`src/logic/adcrrb_consts.vh`:
```
// Purpose: constants of the ADC request/result bank
// Assumes: 20-bit register payload, 7-bit register identifiers
// Notes: included by both design files
`ifndef ADCRRB_CONSTS_VH
`define ADCRRB_CONSTS_VH

// ==========================================
// Register identifiers
`define ADCRRB_ID_CHAN_A 7'h3A
`define ADCRRB_ID_CHAN_B 7'h3B
`define ADCRRB_ID_CHAN_C 7'h3C
`define ADCRRB_ID_CHAN_D 7'h3D

// ==========================================
// Field layout of a channel register
`define ADCRRB_DATA_W 20
`define ADCRRB_SEL_W 7
`define ADCRRB_RES_W 10
`define ADCRRB_FLAG_BIT 19
`define ADCRRB_ECHO_MSB 16
`define ADCRRB_ECHO_LSB 10
`define ADCRRB_RES_MSB 9
`define ADCRRB_RES_LSB 0

// ==========================================
// Reset values
`define ADCRRB_SEL_RST 7'h00
`define ADCRRB_RES_RST 10'h000
`define ADCRRB_FLAG_RST 1'b0

// ==========================================
// Selector codes
`define ADCRRB_SEL_UNUSED 7'h00
`define ADCRRB_SEL_GND_REF 7'h01
`define ADCRRB_SEL_FULL_REF 7'h02
`define ADCRRB_SEL_DCS_VOLT 7'h03
`define ADCRRB_SEL_DCS_CURR 7'h04
`define ADCRRB_SEL_DCS_RES 7'h05
`define ADCRRB_SEL_SQUIB_RES 7'h06
`define ADCRRB_SEL_BG_REF 7'h07
`define ADCRRB_SEL_BG_MON 7'h08
`define ADCRRB_SEL_VCORE 7'h09
`define ADCRRB_SEL_TEMP 7'h0A
`define ADCRRB_SEL_DCS0 7'h0B
`define ADCRRB_SEL_DCS8 7'h13
`define ADCRRB_SEL_ESR_VB 7'h14
`define ADCRRB_SEL_ESR_VA 7'h15
`define ADCRRB_SEL_ESR_VC 7'h16
`define ADCRRB_SEL_SUPPLY_LO 7'h20
`define ADCRRB_SEL_SUPPLY_HI 7'h2B
`define ADCRRB_SEL_GPO_LO 7'h2C
`define ADCRRB_SEL_GPO_HI 7'h31
`define ADCRRB_SEL_RSU_LO 7'h32
`define ADCRRB_SEL_RSU_HI 7'h35
`define ADCRRB_SEL_SS_LO 7'h36
`define ADCRRB_SEL_SS_HI 7'h41
`define ADCRRB_SEL_SF_LO 7'h46
`define ADCRRB_SEL_SF_HI 7'h4D

`endif

```
`src/logic/adcrrb_channel.v`:
```
// Purpose: one request/result channel of the ADC bank
// Assumes: single clock, write/read strobes one cycle wide
// Notes: holds selector, result and conversion_done_flag
`timescale 1ns/100ps
`include "adcrrb_consts.vh"

module adcrrb_channel (
  input wire i_clock,
  input wire i_sys_rst,
  input wire i_state_reset,
  input wire i_write,
  input wire i_read,
  input wire [`ADCRRB_DATA_W-1:0] i_wdata,
  input wire i_conv_done,
  input wire [`ADCRRB_RES_W-1:0] i_conv_result,
  input wire [`ADCRRB_SEL_W-1:0] i_conv_label,
  input wire i_label_valid,
  output reg [`ADCRRB_SEL_W-1:0] o_measurement_selector,
  output reg [`ADCRRB_SEL_W-1:0] o_echo_selector,
  output reg [`ADCRRB_RES_W-1:0] o_conversion_result,
  output reg o_conversion_done_flag,
  output wire o_conv_request
);

  // ==========================================
  // Code validity: only listed codes request a conversion
  reg sel_valid;
  always @* begin
    sel_valid = 1'b0;
    if ((o_measurement_selector >= `ADCRRB_SEL_GND_REF) &&
        (o_measurement_selector <= `ADCRRB_SEL_ESR_VC)) begin // RQ5 RQ6 RQ7
      sel_valid = 1'b1;
    end
    if ((o_measurement_selector >= `ADCRRB_SEL_SUPPLY_LO) &&
        (o_measurement_selector <= `ADCRRB_SEL_SS_HI)) begin // RQ8 RQ9
      sel_valid = 1'b1;
    end
    if ((o_measurement_selector >= `ADCRRB_SEL_SF_LO) &&
        (o_measurement_selector <= `ADCRRB_SEL_SF_HI)) begin // RQ9
      sel_valid = 1'b1;
    end
  end

  assign o_conv_request = sel_valid; // RQ10

  // ==========================================
  // Channel registers
  always @(posedge i_clock or posedge i_sys_rst) begin
    if (i_sys_rst) begin
      o_measurement_selector <= `ADCRRB_SEL_RST; // RQ4
      o_echo_selector <= `ADCRRB_SEL_RST;
      o_conversion_result <= `ADCRRB_RES_RST;
      o_conversion_done_flag <= `ADCRRB_FLAG_RST;
    end else if (i_state_reset) begin
      o_measurement_selector <= `ADCRRB_SEL_RST; // RQ4
      o_echo_selector <= `ADCRRB_SEL_RST;
      o_conversion_result <= `ADCRRB_RES_RST;
      o_conversion_done_flag <= `ADCRRB_FLAG_RST;
    end else begin
      if (i_write) begin
        o_measurement_selector <= i_wdata[`ADCRRB_SEL_W-1:0]; // RQ1
        o_echo_selector <= i_wdata[`ADCRRB_SEL_W-1:0];
      end else if (i_conv_done && i_label_valid) begin
        o_echo_selector <= i_conv_label; // RQ7
      end
      if (i_conv_done && sel_valid) begin
        o_conversion_result <= i_conv_result; // RQ11
        o_conversion_done_flag <= 1'b1; // RQ3
      end else if (i_read) begin
        o_conversion_done_flag <= 1'b0; // RQ3 RQ11
      end
    end
  end

endmodule // adcrrb_channel

```
`src/logic/adcrrb_bank.v`:
```
// Purpose: four-channel ADC request/result register bank
// Assumes: SPI frame decoder on the same clock gives id, data and strobes
// Notes: conversion engine is outside; it reports per-channel completion
//
// Summary of operation
// RQ1 - Four channels; write keeps selector bits 6:0
// RQ2 - Read: flag, zeros, selector echo, result
// RQ3 - Flag set at conversion end, cleared by read
// RQ4 - All fields zero on every reset kind
// RQ5 - Codes 03-06, 0B-13 select sensor and squib measurements
// RQ6 - Codes 01-02, 07-0A select references, core, temperature
// RQ7 - Codes 14-16 only echoed for SERIES_RESISTANCE_MEASURE results
// RQ8 - Codes 20-2B select supply and pin voltages
// RQ9 - Codes 2C-41, 46-4D select output/sensor/squib pins
// RQ10 - Unlisted codes request nothing, flag untouched
// RQ11 - Read clears own flag; result held
`timescale 1ns/100ps
`include "adcrrb_consts.vh"

module adcrrb_bank #(
  parameter CHANNELS = 4
) (
  input wire i_clock,
  input wire i_sys_rst,
  input wire i_wake_pin_state_reset,
  input wire i_system_state_reset,
  input wire i_reg_write,
  input wire i_reg_read,
  input wire [6:0] i_reg_id,
  input wire [`ADCRRB_DATA_W-1:0] i_reg_wdata,
  input wire [CHANNELS-1:0] i_conv_done,
  input wire [`ADCRRB_RES_W-1:0] i_conv_result,
  input wire [`ADCRRB_SEL_W-1:0] i_conv_label,
  input wire i_esr_result_valid,
  output reg [`ADCRRB_DATA_W-1:0] o_reg_rdata,
  output reg o_reg_hit,
  output wire [CHANNELS*`ADCRRB_SEL_W-1:0] o_measurement_selector,
  output wire [CHANNELS-1:0] o_conv_request
);

  // ==========================================
  // Address decode
  wire [6:0] chan_id [0:3];
  assign chan_id[0] = `ADCRRB_ID_CHAN_A;
  assign chan_id[1] = `ADCRRB_ID_CHAN_B;
  assign chan_id[2] = `ADCRRB_ID_CHAN_C;
  assign chan_id[3] = `ADCRRB_ID_CHAN_D;

  wire state_reset;
  assign state_reset = i_wake_pin_state_reset | i_system_state_reset; // RQ4

  // SERIES_RESISTANCE_MEASURE labels are echoed only while SERIES_RESISTANCE_MEASURE results are present
  wire label_is_esr;
  assign label_is_esr = (i_conv_label >= `ADCRRB_SEL_ESR_VB) &&
                        (i_conv_label <= `ADCRRB_SEL_ESR_VC);
  wire label_valid;
  assign label_valid = label_is_esr & i_esr_result_valid; // RQ7

  wire [CHANNELS-1:0] hit;
  wire [CHANNELS*`ADCRRB_DATA_W-1:0] view;

  // ==========================================
  // Channels
  genvar g;
  generate
    for (g = 0; g < CHANNELS; g = g + 1) begin : g_chan
      wire [`ADCRRB_SEL_W-1:0] echo;
      wire [`ADCRRB_RES_W-1:0] res;
      wire flag;
      assign hit[g] = (i_reg_id == chan_id[g % 4]);
      adcrrb_channel u_chan (
        .i_clock(i_clock),
        .i_sys_rst(i_sys_rst),
        .i_state_reset(state_reset),
        .i_write(i_reg_write & hit[g]), // RQ1
        .i_read(i_reg_read & hit[g]), // RQ11
        .i_wdata(i_reg_wdata),
        .i_conv_done(i_conv_done[g]),
        .i_conv_result(i_conv_result),
        .i_conv_label(i_conv_label),
        .i_label_valid(label_valid),
        .o_measurement_selector(o_measurement_selector[g*`ADCRRB_SEL_W +: `ADCRRB_SEL_W]),
        .o_echo_selector(echo),
        .o_conversion_result(res),
        .o_conversion_done_flag(flag),
        .o_conv_request(o_conv_request[g])
      );
      assign view[g*`ADCRRB_DATA_W +: `ADCRRB_DATA_W] = {flag, 2'h0, echo, res}; // RQ2
    end
  endgenerate

  // ==========================================
  // Read data: sampled before the read clears the flag
  reg [`ADCRRB_DATA_W-1:0] next_rdata;
  reg next_hit;
  integer k;
  always @* begin
    next_rdata = {`ADCRRB_DATA_W{1'b0}};
    next_hit = 1'b0;
    for (k = 0; k < CHANNELS; k = k + 1) begin
      if (hit[k]) begin
        next_rdata = view[k*`ADCRRB_DATA_W +: `ADCRRB_DATA_W]; // RQ2
        next_hit = 1'b1;
      end
    end
  end

  always @(posedge i_clock or posedge i_sys_rst) begin
    if (i_sys_rst) begin
      o_reg_rdata <= {`ADCRRB_DATA_W{1'b0}};
      o_reg_hit <= 1'b0;
    end else if (i_reg_read) begin
      o_reg_rdata <= next_rdata;
      o_reg_hit <= next_hit;
    end
  end

endmodule // adcrrb_bank

```
`config.mk`:
```
export PLATFORM = sky130hd
export DESIGN_NAME = adcrrb_bank
export DESIGN_NICKNAME = d
export VERILOG_FILES = /design/src/logic/adcrrb_channel.v /design/src/logic/adcrrb_bank.v
export VERILOG_INCLUDE_DIRS = /design/src /design/src/logic
export SDC_FILE = /design/constraint.sdc
export NUM_CORES = 1
export LEC_CHECK = 0
export BUFFER_PORTS_ARGS = -buffer_cell sky130_fd_sc_hd__buf_2
export CAP_MARGIN = 5
export CORE_MARGIN = 8
export CORE_UTILIZATION = 40
export CTS_CLUSTER_SIZE = 40
export DETAILED_ROUTE_END_ITERATION = 6
export MAX_ROUTING_LAYER = met4
export PLACE_DENSITY = 0.62
export SYNTH_ARGS = -nofsm -noshare
export SYNTH_HDL_FRONTEND = slang
export SYNTH_SLANG_ARGS = --single-unit
```
`constraint.sdc`:
```
create_clock -name i_clock -period 3.82 [get_ports i_clock]
set_clock_uncertainty 0.2 [all_clocks]
set_input_delay 0.764 -clock i_clock [delete_from_list [all_inputs] [get_ports i_clock]]
set_output_delay 0.764 -clock i_clock [all_outputs]
set_load 0.01 [all_outputs]
```
==> flow_summary_export.csv <==
group,metric,value,unit
routing,detailroute.via_count,4891,
grt,grt_use_total,18.6,%
synth,postSynth.asyncResetShare,100,%
cells_and_area,final_cell_mix,"nand2_1 (119), dfrtp_1 (119), buf_2 (92)",
cts,cts_buffers,17,
routing,drt_iter0_markers,421,
floorplan,placementRows,44,
grt,gr-usage-met3,3.89,%
critical_path,end_kind,"primary output",
critical_path,crit_fanout,6,
floorplan,core,14400,µm²
critical_path,reg2reg_to,"g_chan[3].u_chan.o_conversion_result[3]",
timing,fmax,350,MHz
critical_path,cp.arrival,1.90,ns
synth,seq_area_frac_synth,51.1,%
critical_path,crit_required,2.86,ns
cells_and_area,area_growth_syn_to_layout,20.7,%
critical_path,cp-startpoint,"g_chan[2].u_chan.o_measurement_selector[1]",
cts,cts-root-buf,"clkbuf_16",
timing,final-setup-viol-count,0,
placement,gp_congestion,0.831,
timing,tns,0,ns
synth,netlist_area,5820,µm²
timing,min_period_over_period,74.9,%
grt,globalRoute.totalOverflow,0,
cells_and_area,layout-drive-gt1-share,22.5,%
timing,hold_viol,0,
grt,met1_usage,23.8,%
synth,ys_ff_latch,119,
routing,wl_per_cell,19.1,µm
grt,use_met2,28.1,%
routing,avgViaCountPerCell,5.60,
run_status,status,"complete, no violations",
cts,htree_levels,4,
timing,final.setup.worst_slack,0.961,ns
cts,cts_sinks,119,
grt,grt_antenna_before_repair,1,
cells_and_area,nets,730,
cts,cts_setup_buffers,0,
timing,period_minus_slack,2.86,ns
power_and_ir_drop,p_leak,3.40,nW
power_and_ir_drop,ir_worst_vdd,313,µV
routing,drcViolationCount,0,
floorplan,start_util,40.5,%
grt,grt_pass1_wl,26400,µm
cells_and_area,fill_cells,1318,
cts,tritoncts,"built",
grt,grt_pass1_vias,4897,
cts,post_cts_resized,0,
synth,synthCells,603,
synth,yosys_warnings,0,
cts,worstSkewPairLatency,0.41,ns
power_and_ir_drop,p_per_area,456,nW/µm²
synth,synth_cell_types,44,
floorplan,die_area,18700,µm²
synth,avgSynthCellArea,9.66,µm²
critical_path,timing.rr.start,"g_chan[3].u_chan.o_measurement_selector[3]",
synth,synth_edf_count,0,
timing,rsz0062_at_grt,"no",
critical_path,r2r_setup_slack,1.47,ns
critical_path,start_kind,"flip-flop",
timing,drv_slew,0,
grt,grt_max_degree,84,
critical_path,critical_path_class,"flip-flop to primary output",
floorplan,die_h,137,µm
critical_path,r2r_cells,4,
grt,busiest_layer,"met2",
placement,pre_cts_ws,1.02,ns
routing,ant_nets,0,
critical_path,endpoint,"o_conv_request[2]",
timing,max_slew_margin,29.6,%
cts,cts_buffer_depth,2,
worst_hold_path,hp-class,"input pin to asynchronous set/reset pin",
synth,yosys_most_used_dff,"dfrtp_1",
flow_run,max-cap-violations,0,
cts,clkTransAtPathRegs,0.06,ns
timing,worst_pin_slew,1.06,ns
cts,ctsHoldBuffers,0,
routing,firstDrtPassIters,5,
placement,portBuffers,92,
placement,dp_hpwl,11300,µm
floorplan,die_x,137,µm
routing,finalWirelength,16700,µm
floorplan,io_pins,108,
critical path, stage by stage (launching register included):
cell	delay, ns
dfrtp_1	0.43
or4_1	0.55
o41ai_2	0.29
nor2_1	0.07
buf_2	0.15
synthesized netlist by cell type (3+ instances only):
library cell	count	area share, %
a21oi_1	52	4.5
a22oi_1	18	2.3
a31oi_1	5	0.54
and4b_1	3	0.52
buf_1	3	0.19
buf_2	4	0.34
buf_4	6	0.77
clkbuf_1	33	2.1
dfrtp_1	119	51
inv_1	26	1.7
mux2i_1	48	8.2
nand2_1	119	7.7
nand2b_1	3	0.32
nand3_1	20	1.7
nand4_1	5	0.54
nor2_1	23	1.5
nor2b_1	3	0.32
o211a_1	4	0.69
o21ai_0	30	2.6
o221a_2	8	1.5
o22ai_1	18	1.9
o2bb2ai_1	18	2.7
xor2_1	3	0.45
per-stage QoR:
| step | hold slack, ns | instance area, µm² | instances | power, mW | util, % |
|---|---|---|---|---|---|
| 2_1_floorplan | 0.300 | 5830 | 604 | 1.38 | - |
| 5_1_grt | 0.341 | 7030 | 873 | 3.30 | 48.9 |
| 6_report | 0.309 | 7030 | 873 | 3.21 | 48.9 |
| 4_1_cts | 0.328 | 7030 | 872 | 3.22 | 48.9 |
| 3_3_place_gp | 0.310 | 6360 | 840 | 1.44 | 44.3 |
| 3_5_place_dp | 0.316 | 6360 | 840 | 1.45 | 44.3 |
sequential cells by signal (all words and copies together) (netlist names):
register	count
g_chan.u_chan.o_measurement_selector	28
o_reg_hit	1
g_chan.u_chan.o_conversion_done_flag	4
o_reg_rdata	18
g_chan.u_chan.o_conversion_result	40
g_chan.u_chan.o_echo_selector	28
layer usage:
metal / wire length (µm) / vias up
li1: - / 2273
met1: 7380 / 2432
met2: 7890 / 158
met3: 976 / 28
met4: 401 / 0
met5: 0 / -
power breakdown:
group / leakage [nW] / switching (mW) / internal (mW)
Sequential: 1.66 / 0.00171 / 1.26
Clock: 0.310 / 0.572 / 1.21
Combinational: 1.42 / 0.119 / 0.0425
Total: 3.40 / 0.693 / 2.51
worst min-delay path by stage:
stage,to,slack (ns),depth (start not counted)
6_report,g_chan[3].u_chan.o_conversion_result[6],0.31,2
5_1_grt,g_chan[2].u_chan.o_conversion_result[5],0.34,2
4_1_cts,o_reg_rdata[1],0.33,2
3_5_place_dp,g_chan[2].u_chan.o_conversion_done_flag,0.32,2
3_3_place_gp,g_chan[3].u_chan.o_conversion_result[7],0.31,2
2_1_floorplan,g_chan[3].u_chan.o_conversion_result[0],0.30,2
logic make-up (layout without fill, tap and decap cells):
logic type	count (synthesis)	in the layout	share of synthesized area, %
simple gates	195	195	15.2
compound gates	160	160	18.6
flops	119	119	51.1
buf+inv	75	159	5.99
mux	48	48	8.25
xor+xnor	5	5	0.752
other cells	1	3	0.0644
cell type report:
cell class	count	area (µm²)	share of cell area, %
flip-flops and latches	119	2980	42.4
multi-input cells	410	2510	35.8
repair buffers	101	541	7.69
clock buffers	20	467	6.64
well taps	184	230	3.27
clock inverters	12	198	2.81
inverters	26	101	1.44
diodes	1	2.50	0.0356
(Power assumes the default switching activity.)
